## src/design/coupler_pkg.sv

```systemverilog
// Shared constants and types for the telemetry word serial coupler
package coupler_pkg;
    localparam int          CLK_HZ      = 25_000_000;
    localparam int          CLK_NS      = 40;
    localparam logic [7:0]  ADDR_FIRST  = 8'h8e;
    localparam logic [7:0]  ADDR_SECOND = 8'h8f;
    // Command bit positions
    localparam int CMD_INT_OFF = 0;
    localparam int CMD_INT_ON  = 1;
    localparam int CMD_IMM     = 5;
    localparam int CMD_RX      = 6;
    localparam int CMD_TX      = 7;
    // Status bit positions
    localparam int ST_FLAG     = 0;
    localparam int ST_CARRIER  = 1;
    localparam int ST_PHASE    = 2;
    localparam int ST_OTHER    = 3;
    localparam int ST_BUSY     = 4;
    localparam int ST_ATTN     = 5;
    localparam int ST_MSG_END  = 6;
    localparam int ST_DSR      = 7;
    // Line settling after turnaround
    localparam int SETTLE_MS   = 5;
    localparam int SETTLE_CYC  = SETTLE_MS * (CLK_HZ / 1000);
    // Check segment generator x^5 + x^2 + 1, cleared at each word start
    localparam logic [4:0]  CRC_POLY    = 5'h05;
    localparam logic [4:0]  CRC_INIT    = 5'h00;
    localparam logic [15:0] END_PATTERN = 16'h3ffe;
    localparam int          BYTE_W      = 8;
    localparam int          FIFO_DEPTH  = 16;
    localparam int          LAST_SHORT  = 15;
    localparam int          LAST_LONG   = 31;
    localparam int          CRC_SHORT   = 11;
    localparam int          CRC_LONG    = 27;
    localparam int          NPIN        = 15;
    // Synchroniser reset: data line at mark, address switches at the first unit
    localparam logic [NPIN-1:0] PIN_RST = {3'b100, 4'h0, ADDR_FIRST};

    typedef enum logic [1:0] {MODE_IDLE = 2'b00, MODE_RX = 2'b01, MODE_TX = 2'b10} mode_e;
    typedef enum logic [1:0] {INT_DISARMED = 2'b00, INT_DISABLED = 2'b01, INT_ENABLED = 2'b10} irq_e;

    typedef struct packed {
        logic [7:0] addr;
        logic       cmd_wr;
        logic       sts_rd;
        logic       dat_wr;
        logic       dat_rd;
        logic [7:0] wdata;
    } bus_req_s;

    typedef struct packed {
        logic rxd;
        logic dsr;
        logic dcd;
    } modem_in_s;

    // Half bit period in cycles; codes 7..15 all select 4800 bit/s
    function automatic logic [16:0] half_div(input logic [3:0] sw);
        int d;
        case (sw)
            4'h0:    d = CLK_HZ / 300;
            4'h1:    d = CLK_HZ / 600;
            4'h2:    d = CLK_HZ / 1200;
            4'h3:    d = CLK_HZ / 1800;
            4'h4:    d = CLK_HZ / 2400;
            4'h5:    d = CLK_HZ / 3600;
            4'h6:    d = CLK_HZ / 4800;
            default: d = CLK_HZ / 9600;
        endcase
        return d[16:0];
    endfunction
endpackage

```

## src/design/telemetry_word_serial_coupler.sv

```systemverilog
// Telemetry word serial coupler: byte FIFO and coupler core
//
// Contract
// - Words go out and come in MSB first, opening with a space start bit.
// - Second word bit picks length: mark gives 32 bits, space gives 16 bits.
// - Host moves words as bytes: two for 16-bit, four for 32-bit words.
// - Received last-byte low five bits read zero on good check, nonzero otherwise.
// - Host zeroes last-byte low five bits; coupler sends generated check segment there.
// - Bit rate follows four switches: 150 to 4800 bit/s.
// - Enabled interrupt when a byte can be sent or a received byte waits.
// - Command bits 0/1: none, enable, disable keeping queue, disarm clearing queue.
// - Command bits 6/7: none, transmit, receive, idle dropping terminal ready.
// - Bit 5 with mode change skips the settling wait; alone it does nothing.
// - Status read gives transmit layout in transmit mode, receive layout otherwise.
// - Overflow sets when an unread received byte is overwritten.
// - Carrier-absent bit is clear with carrier detected, set without.
// - Status bit 3 shows the opposite direction still busy.
// - Receive busy clears when a byte is ready, raising the interrupt.
// - End-of-message flag sets when a 16-bit word matches the end pattern.
// - Status bit 7 mirrors data set ready.
// - Underflow sets when no byte is ready at the next byte period.
// - Status bit 2 in transmit mode is the half-bit phase running at the baud rate.
// - Transmit busy clears when a byte can be taken, setting the interrupt.
// - Attention bit equals the underflow flag.
// - Coupler answers at the switch-selected device address.
`timescale 1ns/1ps
`default_nettype none

module coupler_fifo #(
    parameter int W = 8,
    parameter int D = 16
) (
    input  wire logic         clk,
    input  wire logic         rstn,
    input  wire logic [W-1:0] in_data,
    input  wire logic         in_valid,
    output logic              in_ready,
    output logic [W-1:0]      out_data,
    output logic              out_valid,
    input  wire logic         out_ready
);
    localparam int AW = $clog2(D);
    logic [W-1:0] mem [D];
    logic [AW:0]  wp;
    logic [AW:0]  rp;
    wire          push = in_valid && in_ready;
    wire          pop  = out_valid && out_ready;

    assign in_ready  = (wp - rp) != (AW+1)'(D);
    assign out_valid = wp != rp;
    assign out_data  = mem[rp[AW-1:0]];

    always_ff @(posedge clk) begin
        if (push) begin
            mem[wp[AW-1:0]] <= in_data;
        end
    end

    always_ff @(posedge clk or negedge rstn) begin
        if (!rstn) begin
            wp <= '0;
            rp <= '0;
        end else begin
            wp <= wp + (AW+1)'(push);
            rp <= rp + (AW+1)'(pop);
        end
    end
endmodule

module telemetry_word_serial_coupler
    import coupler_pkg::*;
#(
    parameter int SETTLE = SETTLE_CYC
) (
    input  wire logic       ref_clk,
    input  wire logic       resetn,
    input  wire bus_req_s   host_req,
    output logic [7:0]      rdata,
    output logic            rvalid,
    output logic            wready,
    output logic            irq,
    input  wire modem_in_s  modem,
    output logic            txd,
    output logic            dtr,
    output logic            rts,
    input  wire logic [3:0] baud_sw,
    input  wire logic [7:0] addr_sw
);
    // Pin synchronisers: a change counts once the second and third stages agree
    wire [NPIN-1:0] pin_raw = {modem.rxd, modem.dsr, modem.dcd, baud_sw, addr_sw};
    logic [NPIN-1:0] s1;
    logic [NPIN-1:0] s2;
    logic [NPIN-1:0] s3;
    logic [NPIN-1:0] pin;
    genvar g;
    generate
        for (g = 0; g < NPIN; g++) begin : g_sync
            always_ff @(posedge ref_clk or negedge resetn) begin
                if (!resetn) begin
                    s1[g]  <= PIN_RST[g];
                    s2[g]  <= PIN_RST[g];
                    s3[g]  <= PIN_RST[g];
                    pin[g] <= PIN_RST[g];
                end else begin
                    s1[g] <= pin_raw[g];
                    s2[g] <= s1[g];
                    s3[g] <= s2[g];
                    if (s2[g] == s3[g]) begin
                        pin[g] <= s3[g];
                    end
                end
            end
        end
    endgenerate
    wire       rxd_s = pin[14];
    wire       dsr_s = pin[13];
    wire       dcd_s = pin[12];
    wire [3:0] sw_s  = pin[11:8];
    wire [7:0] adr_s = pin[7:0];

    // Host decode
    wire hit    = host_req.addr == adr_s;
    wire cmd_wr = hit && host_req.cmd_wr;
    wire sts_rd = hit && host_req.sts_rd;
    wire dat_wr = hit && host_req.dat_wr;
    wire dat_rd = hit && host_req.dat_rd;
    wire [7:0] cmd = host_req.wdata;

    mode_e       mode;
    irq_e        int_mode;
    logic        queue;
    logic [16:0] settle;
    logic        overflow_flag;
    logic        underflow_flag;
    logic        message_end_flag;

    // Mode control; settling applies only to a direct TX/RX swap
    wire   want_tx  = cmd_wr && cmd[CMD_TX] && !cmd[CMD_RX];
    wire   want_rx  = cmd_wr && cmd[CMD_RX] && !cmd[CMD_TX];
    wire   want_idl = cmd_wr && cmd[CMD_RX] && cmd[CMD_TX];
    wire   swap     = (want_tx && mode == MODE_RX) || (want_rx && mode == MODE_TX);
    wire   settling = settle != '0;
    mode_e next_mode;
    assign next_mode = want_idl ? MODE_IDLE : want_tx ? MODE_TX : want_rx ? MODE_RX : mode;

    always_ff @(posedge ref_clk or negedge resetn) begin
        if (!resetn) begin
            mode   <= MODE_IDLE;
            settle <= '0;
        end else begin
            mode <= next_mode;
            if (swap && !cmd[CMD_IMM]) begin
                settle <= 17'(SETTLE);
            end else if (swap || want_idl) begin
                settle <= '0;
            end else if (settling) begin
                settle <= settle - 17'd1;
            end
        end
    end

    // Bit timing: phase toggles each half bit, a transmit bit starts on its fall
    logic [16:0] ph_cnt;
    logic        phase;
    wire  [16:0] half   = half_div(sw_s);
    wire         ph_end = ph_cnt >= half - 17'd1;
    wire         tick   = ph_end && phase;

    always_ff @(posedge ref_clk or negedge resetn) begin
        if (!resetn) begin
            ph_cnt <= '0;
            phase  <= 1'b0;
        end else begin
            ph_cnt <= ph_end ? '0 : ph_cnt + 17'd1;
            if (ph_end) begin
                phase <= !phase;
            end
        end
    end

    // Transmit byte FIFO
    logic       fifo_valid;
    logic [7:0] fifo_data;
    logic       fifo_ready;
    logic       tx_pop;
    coupler_fifo #(.W(BYTE_W), .D(FIFO_DEPTH)) u_fifo (
        .clk       (ref_clk),
        .rstn      (resetn),
        .in_data   (cmd),
        .in_valid  (dat_wr),
        .in_ready  (fifo_ready),
        .out_data  (fifo_data),
        .out_valid (fifo_valid),
        .out_ready (tx_pop)
    );
    wire tx_busy = !fifo_ready;

    // Transmitter
    logic       tx_active;
    logic [4:0] tx_pos;
    logic       tx_long;
    logic [7:0] tx_sh;
    logic [4:0] tx_crc;
    wire        need   = tx_pos[2:0] == 3'd0;
    wire        may_go = mode == MODE_TX && !settling;
    wire        load   = tick && need && fifo_valid && (tx_active || may_go);
    wire        starve = tick && need && !fifo_valid && tx_active;
    wire        shift  = load || (tick && !need && tx_active);
    wire [7:0]  cur    = need ? fifo_data : tx_sh;
    wire        long_w = tx_pos == 5'd1 ? cur[7] : tx_long;
    wire        zone   = tx_pos >= (long_w ? 5'(CRC_LONG) : 5'(CRC_SHORT));
    wire        last   = tx_pos == (long_w ? 5'(LAST_LONG) : 5'(LAST_SHORT));
    wire [4:0]  crc_in = tx_pos == 5'd0 ? CRC_INIT : tx_crc;
    wire        data_b = tx_pos == 5'd0 ? 1'b0 : cur[7];
    wire        out_b  = zone ? crc_in[4] : data_b;
    wire [4:0]  crc_nx = zone ? {crc_in[3:0], 1'b0}
                              : {crc_in[3:0], 1'b0} ^ ((crc_in[4] ^ data_b) ? CRC_POLY : 5'h00);
    assign tx_pop = load;

    always_ff @(posedge ref_clk or negedge resetn) begin
        if (!resetn) begin
            tx_active <= 1'b0;
            tx_pos    <= '0;
            tx_long   <= 1'b0;
            tx_sh     <= '0;
            tx_crc    <= CRC_INIT;
            txd       <= 1'b1;
        end else if (shift) begin
            txd       <= out_b;
            tx_sh     <= {cur[6:0], 1'b0};
            tx_crc    <= crc_nx;
            tx_long   <= long_w;
            tx_active <= !last;
            tx_pos    <= last ? 5'd0 : tx_pos + 5'd1;
        end else if (starve || (tick && !tx_active)) begin
            // An unfed word is abandoned and the line rests at mark
            tx_active <= 1'b0;
            tx_pos    <= '0;
            txd       <= 1'b1;
        end
    end

    // Receiver: samples at mid bit, timed from the start edge
    logic        rx_active;
    logic [16:0] rx_cnt;
    logic        rx_half;
    logic [4:0]  rx_pos;
    logic        rx_long;
    logic [6:0]  rx_sh;
    logic [15:0] rx_raw;
    logic [4:0]  rx_crc;
    logic [7:0]  rx_hold;
    logic        rx_full;
    wire         rx_start = !rx_active && mode == MODE_RX && !settling && !rxd_s;
    wire         smp      = rx_active && rx_cnt == '0 && !rx_half;
    wire         rl_w     = rx_pos == 5'd1 ? rxd_s : rx_long;
    wire         r_zone   = rx_pos >= (rl_w ? 5'(CRC_LONG) : 5'(CRC_SHORT));
    wire         r_last   = rx_pos == (rl_w ? 5'(LAST_LONG) : 5'(LAST_SHORT));
    wire [4:0]   rc_in    = rx_pos == 5'd0 ? CRC_INIT : rx_crc;
    wire         r_bit    = r_zone ? rxd_s ^ rc_in[4] : rxd_s;
    wire [4:0]   rc_nx    = r_zone ? {rc_in[3:0], 1'b0}
                                   : {rc_in[3:0], 1'b0} ^ ((rc_in[4] ^ rxd_s) ? CRC_POLY : 5'h00);
    wire         false_st = smp && rx_pos == 5'd0 && rxd_s;
    wire         byte_end = smp && !false_st && rx_pos[2:0] == 3'd7;
    wire         end16    = smp && r_last && !rl_w && {rx_raw[14:0], rxd_s} == END_PATTERN;
    wire         rx_busy  = !rx_full;

    always_ff @(posedge ref_clk or negedge resetn) begin
        if (!resetn) begin
            rx_active <= 1'b0;
            rx_cnt    <= '0;
            rx_half   <= 1'b0;
            rx_pos    <= '0;
            rx_long   <= 1'b0;
            rx_sh     <= '0;
            rx_raw    <= '0;
            rx_crc    <= CRC_INIT;
        end else if (rx_start) begin
            // The previous word leaves the half flag set; clear it so sampling stays mid bit
            rx_half   <= 1'b0;
            rx_active <= 1'b1;
            rx_cnt    <= half - 17'd1;
            rx_pos    <= '0;
        end else if (rx_active && rx_cnt != '0) begin
            rx_cnt <= rx_cnt - 17'd1;
        end else if (rx_active && rx_half) begin
            rx_half <= 1'b0;
            rx_cnt  <= half - 17'd1;
        end else if (smp) begin
            rx_half   <= 1'b1;
            rx_cnt    <= half - 17'd1;
            rx_sh     <= {rx_sh[5:0], r_bit};
            rx_raw    <= {rx_raw[14:0], rxd_s};
            rx_crc    <= rc_nx;
            rx_long   <= rl_w;
            rx_active <= !(false_st || r_last);
            rx_pos    <= r_last ? 5'd0 : rx_pos + 5'd1;
        end
    end

    // Holding register, flags and interrupt queue; hardware set wins over clear, except that a disarm command clears the queue
    logic tx_busy_q;
    wire  ev_tx  = tx_busy_q && !tx_busy;
    wire  ev_rx  = byte_end;
    wire  disarm = cmd_wr && cmd[CMD_INT_OFF] && cmd[CMD_INT_ON];

    always_ff @(posedge ref_clk or negedge resetn) begin
        if (!resetn) begin
            rx_hold   <= '0;
            rx_full   <= 1'b0;
            overflow_flag    <= 1'b0;
            underflow_flag   <= 1'b0;
            message_end_flag <= 1'b0;
            int_mode  <= INT_DISARMED;
            queue     <= 1'b0;
            tx_busy_q <= 1'b0;
        end else begin
            tx_busy_q <= tx_busy;
            if (byte_end) begin
                rx_hold <= {rx_sh, r_bit};
            end
            rx_full <= byte_end || (rx_full && !dat_rd);
            overflow_flag    <= (byte_end && rx_full && !dat_rd) || (overflow_flag && !sts_rd);
            underflow_flag   <= starve || (underflow_flag && !sts_rd);
            message_end_flag <= end16 || (message_end_flag && !sts_rd);
            if (cmd_wr && cmd[CMD_INT_ON] && !cmd[CMD_INT_OFF]) begin
                int_mode <= INT_ENABLED;
            end else if (cmd_wr && cmd[CMD_INT_OFF] && !cmd[CMD_INT_ON]) begin
                int_mode <= INT_DISABLED;
            end else if (disarm) begin
                int_mode <= INT_DISARMED;
            end
            // A disarm command clears the queue even against a same-cycle event
            if (disarm) begin
                queue <= 1'b0;
            end else if (int_mode != INT_DISARMED && (ev_tx || ev_rx)) begin
                queue <= 1'b1;
            end else if (sts_rd || dat_rd || dat_wr) begin
                queue <= 1'b0;
            end
        end
    end

    // Status layouts
    wire [7:0] st_tx = {dsr_s, 1'b0, underflow_flag, tx_busy, rx_active, phase, 1'b0, underflow_flag};
    wire [7:0] st_rx = {dsr_s, message_end_flag, 1'b0, rx_busy, tx_active, 1'b0, !dcd_s, overflow_flag};
    wire [7:0] st    = mode == MODE_TX ? st_tx : st_rx;

    always_ff @(posedge ref_clk or negedge resetn) begin
        if (!resetn) begin
            rdata  <= '0;
            rvalid <= 1'b0;
            wready <= 1'b0;
            irq    <= 1'b0;
            dtr    <= 1'b0;
            rts    <= 1'b0;
        end else begin
            rvalid <= sts_rd || dat_rd;
            if (sts_rd) begin
                rdata <= st;
            end else if (dat_rd) begin
                rdata <= rx_hold;
            end
            wready <= fifo_ready;
            irq    <= int_mode == INT_ENABLED && queue;
            dtr    <= mode != MODE_IDLE;
            rts    <= mode == MODE_TX;
        end
    end

    AST_DISARM: assert property (@(posedge ref_clk) disable iff (!resetn)
        disarm |=> !queue ##1 !irq) else $error("disarm left interrupt pending");
    AST_IDLE_DTR: assert property (@(posedge ref_clk) disable iff (!resetn)
        want_idl |=> ##1 !dtr) else $error("idle did not drop terminal ready");
    AST_TX_MODE: assert property (@(posedge ref_clk) disable iff (!resetn)
        want_tx |=> mode == MODE_TX ##1 rts) else $error("transmit mode not taken");
    AST_SETTLE: assert property (@(posedge ref_clk) disable iff (!resetn)
        swap && !cmd[CMD_IMM] |=> settling) else $error("turnaround wait skipped");
    AST_ATTN: assert property (@(posedge ref_clk) disable iff (!resetn)
        sts_rd && mode == MODE_TX |=> rvalid && rdata[ST_ATTN] == rdata[ST_FLAG])
        else $error("attention differs from underflow");
    AST_OVERFLOW: assert property (@(posedge ref_clk) disable iff (!resetn)
        byte_end && rx_full && !dat_rd |=> overflow_flag) else $error("overflow missed");
    AST_TX_IRQ: assert property (@(posedge ref_clk) disable iff (!resetn)
        ev_tx && int_mode == INT_ENABLED && !disarm && !cmd_wr |=> queue ##1 irq)
        else $error("transmit ready gave no interrupt");
    AST_START: assert property (@(posedge ref_clk) disable iff (!resetn)
        load && tx_pos == 5'd0 |=> !txd) else $error("start bit not space");
    AST_DSR: assert property (@(posedge ref_clk) disable iff (!resetn)
        sts_rd |=> rdata[ST_DSR] == $past(dsr_s)) else $error("ready bit wrong");
    AST_OTHER_BUSY: assert property (@(posedge ref_clk) disable iff (!resetn)
        sts_rd |=> rdata[ST_OTHER] == $past(mode == MODE_TX ? rx_active : tx_active))
        else $error("opposite direction busy bit wrong");
endmodule

`default_nettype wire

```

## config.mk

```make
export PLATFORM = sky130hd
export DESIGN_NAME = telemetry_word_serial_coupler
export DESIGN_NICKNAME = d
export VERILOG_FILES = /design/src/design/coupler_pkg.sv /design/src/design/telemetry_word_serial_coupler.sv
export SDC_FILE = /design/constraint.sdc
export NUM_CORES = 1
export LEC_CHECK = 0
export BUFFER_PORTS_ARGS = -buffer_cell sky130_fd_sc_hd__buf_2
export CAP_MARGIN = 25
export CORE_MARGIN = 2
export CORE_UTILIZATION = 40
export CTS_BUF_LIST = sky130_fd_sc_hd__clkbuf_16
export DETAILED_ROUTE_END_ITERATION = 8
export PLACE_DENSITY = 0.56
export SYNTH_ARGS = -nofsm -noshare
export SYNTH_HDL_FRONTEND = slang
export SYNTH_SLANG_ARGS = --single-unit
export TNS_END_PERCENT = 50
```

## constraint.sdc

```tcl
create_clock -name ref_clk -period 6.4 [get_ports ref_clk]
set_clock_uncertainty 0.2 [all_clocks]
set_input_delay 1.28 -clock ref_clk [delete_from_list [all_inputs] [get_ports ref_clk]]
set_output_delay 1.28 -clock ref_clk [all_outputs]
set_load 0.03 [all_outputs]
```

==> impl_metrics.yaml <==
status:
  outcome: "completed"
sta:
  report.final.slew_viol_count: 0
  timing_hold_violations_final: 0
  relative_slew_margins_pct: 33.4
  post-route-min-period_ns: 4.47
  whs_ns: 0.147
  tightestPinTransition_ns: 0.991
  grt_setup_unrepaired: "false"
  setup_viol_count_final: 0
  final_clock_period_utilization_by_the_worst_path_pct: 69.9
  maxClockFrequency_mhz: 223
  fin_setup_tns_ns: 0
critical_path:
  crit_arrival_ns: 4.73
  critPathKind: "register to register"
  cp-end-kind: "register"
  crit-reg2reg-launch: "pin[8]"
  cp_top_family: "simple AND/OR/NAND/NOR gates"
  reg2reg_depth: 15
  cp_cell_sequence: "nor2b_1 -> nand2_1 -> ha_1 -> nor2b_1 -> xnor2_1 -> ha_1 -> and4_1 -> a221oi_1 -> nor2b_1 -> nor2_1 -> nor3_1 -> ha_1 -> ha_1 -> nand3_1 -> xnor2_1"
  path_buf_inv: 0
  crit_path_frequent_cell: "sky130_fd_sc_hd__ha_1"
  cp_max_fo: 14
  worstSetupStartpointType: "register"
  timing.critical_path.slowest_stage_cell: "sky130_fd_sc_hd__dfrtp_1"
  worst_case_register_to_register_setup_slack_ns: 1.93
  max_stage_delay_ns: 0.58
  crit_required_ns: 6.66
  crit-reg2reg-capture: "u_fifo.rp[4]"
final_layout:
  filler_instances: 3224
  seq_area_mm2: 0.00908
  utilization_after_layout_pct: 46.4
  area_growth_pct: 13.8
  multi_input_comb_area_mm2: 0.00520
  n_antenna_cell: 0
  drive_above_1_share_pct: 15.9
  final_nets: 1298
placed_design:
  gpl.final_weighted_congestion: 0.780
  place_hpwl_um: 19400
  placement.io_buffers: 50
power:
  p_switching_uw: 1240
  vdd_ir_drop_max_mv: 0.209
  finalPower_uw: 4970
  internal_power_uw: 3730
  p_per_area_mw_per_mm2: 300
  share_comb_of_total_power_pct: 8.1
  share_seq_of_total_power_pct: 49.4
  swShare_pct: 24.9
  clock_power_share_pct: 42.4
  p_leak_uw: 0.00692
route:
  drt.antenna.violating_nets: 0
  wl_per_cell_um: 17.5
  dr_total_vias: 9031
  detailedRoute.firstPassIterationCount: 4
  remaining_drc_errors: 0
  avgViaCountPerCell: 5.28
  wirelength_um: 29900
  drtIter0Drc: 607
synthesis:
  synth.cell_area_mm2: 0.0145
  synth_seq_area_share_pct: 62.5
  yosysWarnings: 0
  synth.ff_latch_count: 336
  synth.avg_cell_area_um2: 12.5
  synth.lib_cells_used.distinct: 58
  ys_dominant_reg_cell: "sky130_fd_sc_hd__dfrtp_1"
  postSynthCellCount: 1163
  asyncSetResetFlopFracSynth_pct: 61.9
  synth.net_count: 1239
  number_of_enable_type_register_cells_in_the_synthesized_netlist: 128
min_path:
  holdPathStages: 0
  min_to: "s2[0]"
  worstHoldPathType: "register to register"
  timing.hold.worst.start: "s1[0]"
floorplan:
  die_width_um: 195
  floorplan.core_area_mm2: 0.0357
  die_y_um: 195
  placementRows: 69
  design.portCount: 51
  initial_utilization_pct: 40.8
  floorplan.die_area_mm2: 0.0379
clocking:
  cts.clk_slew.worst_paths_ns: 0.06
  postCtsResizedCells: 0
  max-clock-path-buffers: 3
  numCtsBuffers: 38
  number_of_buffers_added_for_setup_after_cts: 0
  tritoncts_clock_tree: "done"
  cts_hold_repair.buffers: 0
  cts_num_sinks: 336
  cts_root_buffer: "sky130_fd_sc_hd__clkbuf_16"
  worstSkewPairLatency_ns: 0.57
  htreeDepth: 2
job:
  maxCapViolCount: 0
grt:
  antenna_found_initial: 2
  number_of_global_route_vias_before_repair: 9062
  grt.overflow.total: 0
  grt_start_max_net_pins: 166
  grt_pass1_wl_um: 49100
  grtUsageTotal_pct: 16.3
[logic make-up (layout without fill, tap and decap cells)]
| family | count (synthesis) | after routing | share of synthesized area (%) |
|---|---|---|---|
| buffers and inverters | 70 | 158 | 1.83 |
| AO/OA/AOI/OAI | 172 | 172 | 7.17 |
| adder cells (fa/ha/maj) | 54 | 54 | 4.39 |
| flip-flops | 336 | 336 | 62.5 |
| XOR/XNOR | 45 | 45 | 2.71 |
| multiplexers | 66 | 66 | 7.92 |
| AND/OR/NAND/NOR | 420 | 420 | 13.5 |
[final cells by class]
| class | instances | area share, % |
|---|---|---|
| clock buffers | 38 | 5.75 |
| clock inverters | 31 | 1.60 |
| inverters | 26 | 0.590 |
| multi-input cells | 757 | 31.5 |
| flip-flops and latches | 336 | 54.9 |
| well taps | 461 | 3.49 |
| repair buffers | 63 | 2.21 |
[metrics by stage]
stage / setup WS [ns] / area, um2 / std cells
floorplan: 2.33 / 14500 / 1163
global placement: 1.83 / 15300 / 1639
detailed placement: 1.65 / 15300 / 1640
CTS: 1.90 / 16500 / 1709
global route: 1.48 / 16500 / 1712
finish: 1.93 / 16500 / 1712
[cells in the final DEF, fill, tap and decap left out, drive strengths merged, types with 38 or more instances in the layout]
master | netlist | layout
dfrtp | 187 | 187
nand2 | 168 | 168
edfxtp | 128 | 128
nor2 | 86 | 86
buf | 8 | 63
o21ai | 55 | 55
a21oi | 54 | 54
ha | 39 | 39
mux4 | 38 | 38
clkbuf | 36 | 38
[registers in the layout (all words and copies together), names as in the netlist, 15 cells and up]
name and cells:
s3 15, u_fifo.mem 128, settle 17, rx_cnt 17, ph_cnt 17, rx_raw 15, s2 15, s1 15
[cell usage after synthesis, types with 3 or more instances]
cell	number	area, um2
sky130_fd_sc_hd__o22ai_1	3	18.8
sky130_fd_sc_hd__o22a_1	5	43.8
sky130_fd_sc_hd__mux2_2	12	135
sky130_fd_sc_hd__a21oi_1	54	270
sky130_fd_sc_hd__inv_1	25	93.8
sky130_fd_sc_hd__clkbuf_1	36	135
sky130_fd_sc_hd__dfstp_2	21	552
sky130_fd_sc_hd__o21ai_0	55	275
sky130_fd_sc_hd__nor3b_1	6	45.0
sky130_fd_sc_hd__o21bai_1	5	37.5
sky130_fd_sc_hd__nor2b_1	17	106
sky130_fd_sc_hd__a211oi_1	7	52.6
sky130_fd_sc_hd__nand4_1	15	93.8
sky130_fd_sc_hd__a22o_1	3	26.3
sky130_fd_sc_hd__xor2_1	20	175
sky130_fd_sc_hd__mux2i_1	16	160
sky130_fd_sc_hd__nand3b_1	3	22.5
sky130_fd_sc_hd__or2_2	6	37.5
sky130_fd_sc_hd__and2_1	6	37.5
sky130_fd_sc_hd__dfrtp_1	187	4680
sky130_fd_sc_hd__o211ai_1	3	22.5
sky130_fd_sc_hd__mux4_2	38	856
sky130_fd_sc_hd__a31oi_1	8	50.1
sky130_fd_sc_hd__xnor2_1	25	219
sky130_fd_sc_hd__or3_1	6	37.5
sky130_fd_sc_hd__o31ai_1	5	37.5
sky130_fd_sc_hd__or4_1	5	37.5
sky130_fd_sc_hd__a21o_1	6	45.0
sky130_fd_sc_hd__o41ai_1	3	26.3
sky130_fd_sc_hd__nor2_1	86	323
sky130_fd_sc_hd__nor3_1	26	130
sky130_fd_sc_hd__nand2b_1	10	62.6
sky130_fd_sc_hd__maj3_1	15	150
sky130_fd_sc_hd__edfxtp_1	128	3840
sky130_fd_sc_hd__nand3_1	35	175
sky130_fd_sc_hd__nand2_1	168	631
sky130_fd_sc_hd__buf_1	6	22.5
sky130_fd_sc_hd__ha_1	39	488
sky130_fd_sc_hd__nor4_1	7	43.8
sky130_fd_sc_hd__and3_1	15	93.8
[power by group through the flow]
stage               Sequential, uW  Combinational, uW  Clock [uW]
finish                        2460                403        2110
global route                  2470                468        2260
CTS                           2460                410        2180
detailed placement            2500                409           0
global placement              2500                397           0
floorplan                     2480                264           0
[how the worst max path moves through the flow]
stage | start | to | slack [ns] | cells after the start
6_report | pin[8] | u_fifo.rp[4] | 1.93 | 15
5_1_grt | pin[8] | u_fifo.rp[4] | 1.48 | 15
4_1_cts | u_fifo.rp[1] | u_fifo.mem[0][5] | 1.90 | 10
3_5_place_dp | host_req[13] | u_fifo.mem[0][4] | 1.65 | 7
3_3_place_gp | host_req[13] | u_fifo.mem[0][5] | 1.83 | 7
2_1_floorplan | u_fifo.rp[1] | u_fifo.mem[0][0] | 2.33 | 12
[worst reg2reg max path, stage by stage (launching register included)]
cell	delay, ns
sky130_fd_sc_hd__dfrtp_1	0.58
sky130_fd_sc_hd__nor2b_1	0.34
sky130_fd_sc_hd__nand2_1	0.16
sky130_fd_sc_hd__ha_1	0.29
sky130_fd_sc_hd__nor2b_1	0.16
sky130_fd_sc_hd__xnor2_1	0.22
sky130_fd_sc_hd__ha_1	0.30
sky130_fd_sc_hd__and4_1	0.20
sky130_fd_sc_hd__a221oi_1	0.43
sky130_fd_sc_hd__nor2b_1	0.16
sky130_fd_sc_hd__nor2_1	0.54
sky130_fd_sc_hd__nor3_1	0.15
sky130_fd_sc_hd__ha_1	0.23
sky130_fd_sc_hd__ha_1	0.20
sky130_fd_sc_hd__nand3_1	0.10
sky130_fd_sc_hd__xnor2_1	0.13
[metal layers]
metal / global-route usage [%] / part of all wire (%) / vias to the layer above
li1: - / - / 4326
met1: 24.3 / 49 / 4477
met2: 24.0 / 44 / 178
met3: 3.21 / 4.8 / 48
met4: 5.21 / 2.1 / 2
met5: 0 / 0.043 / -
Power figures use the tool's default switching activity.
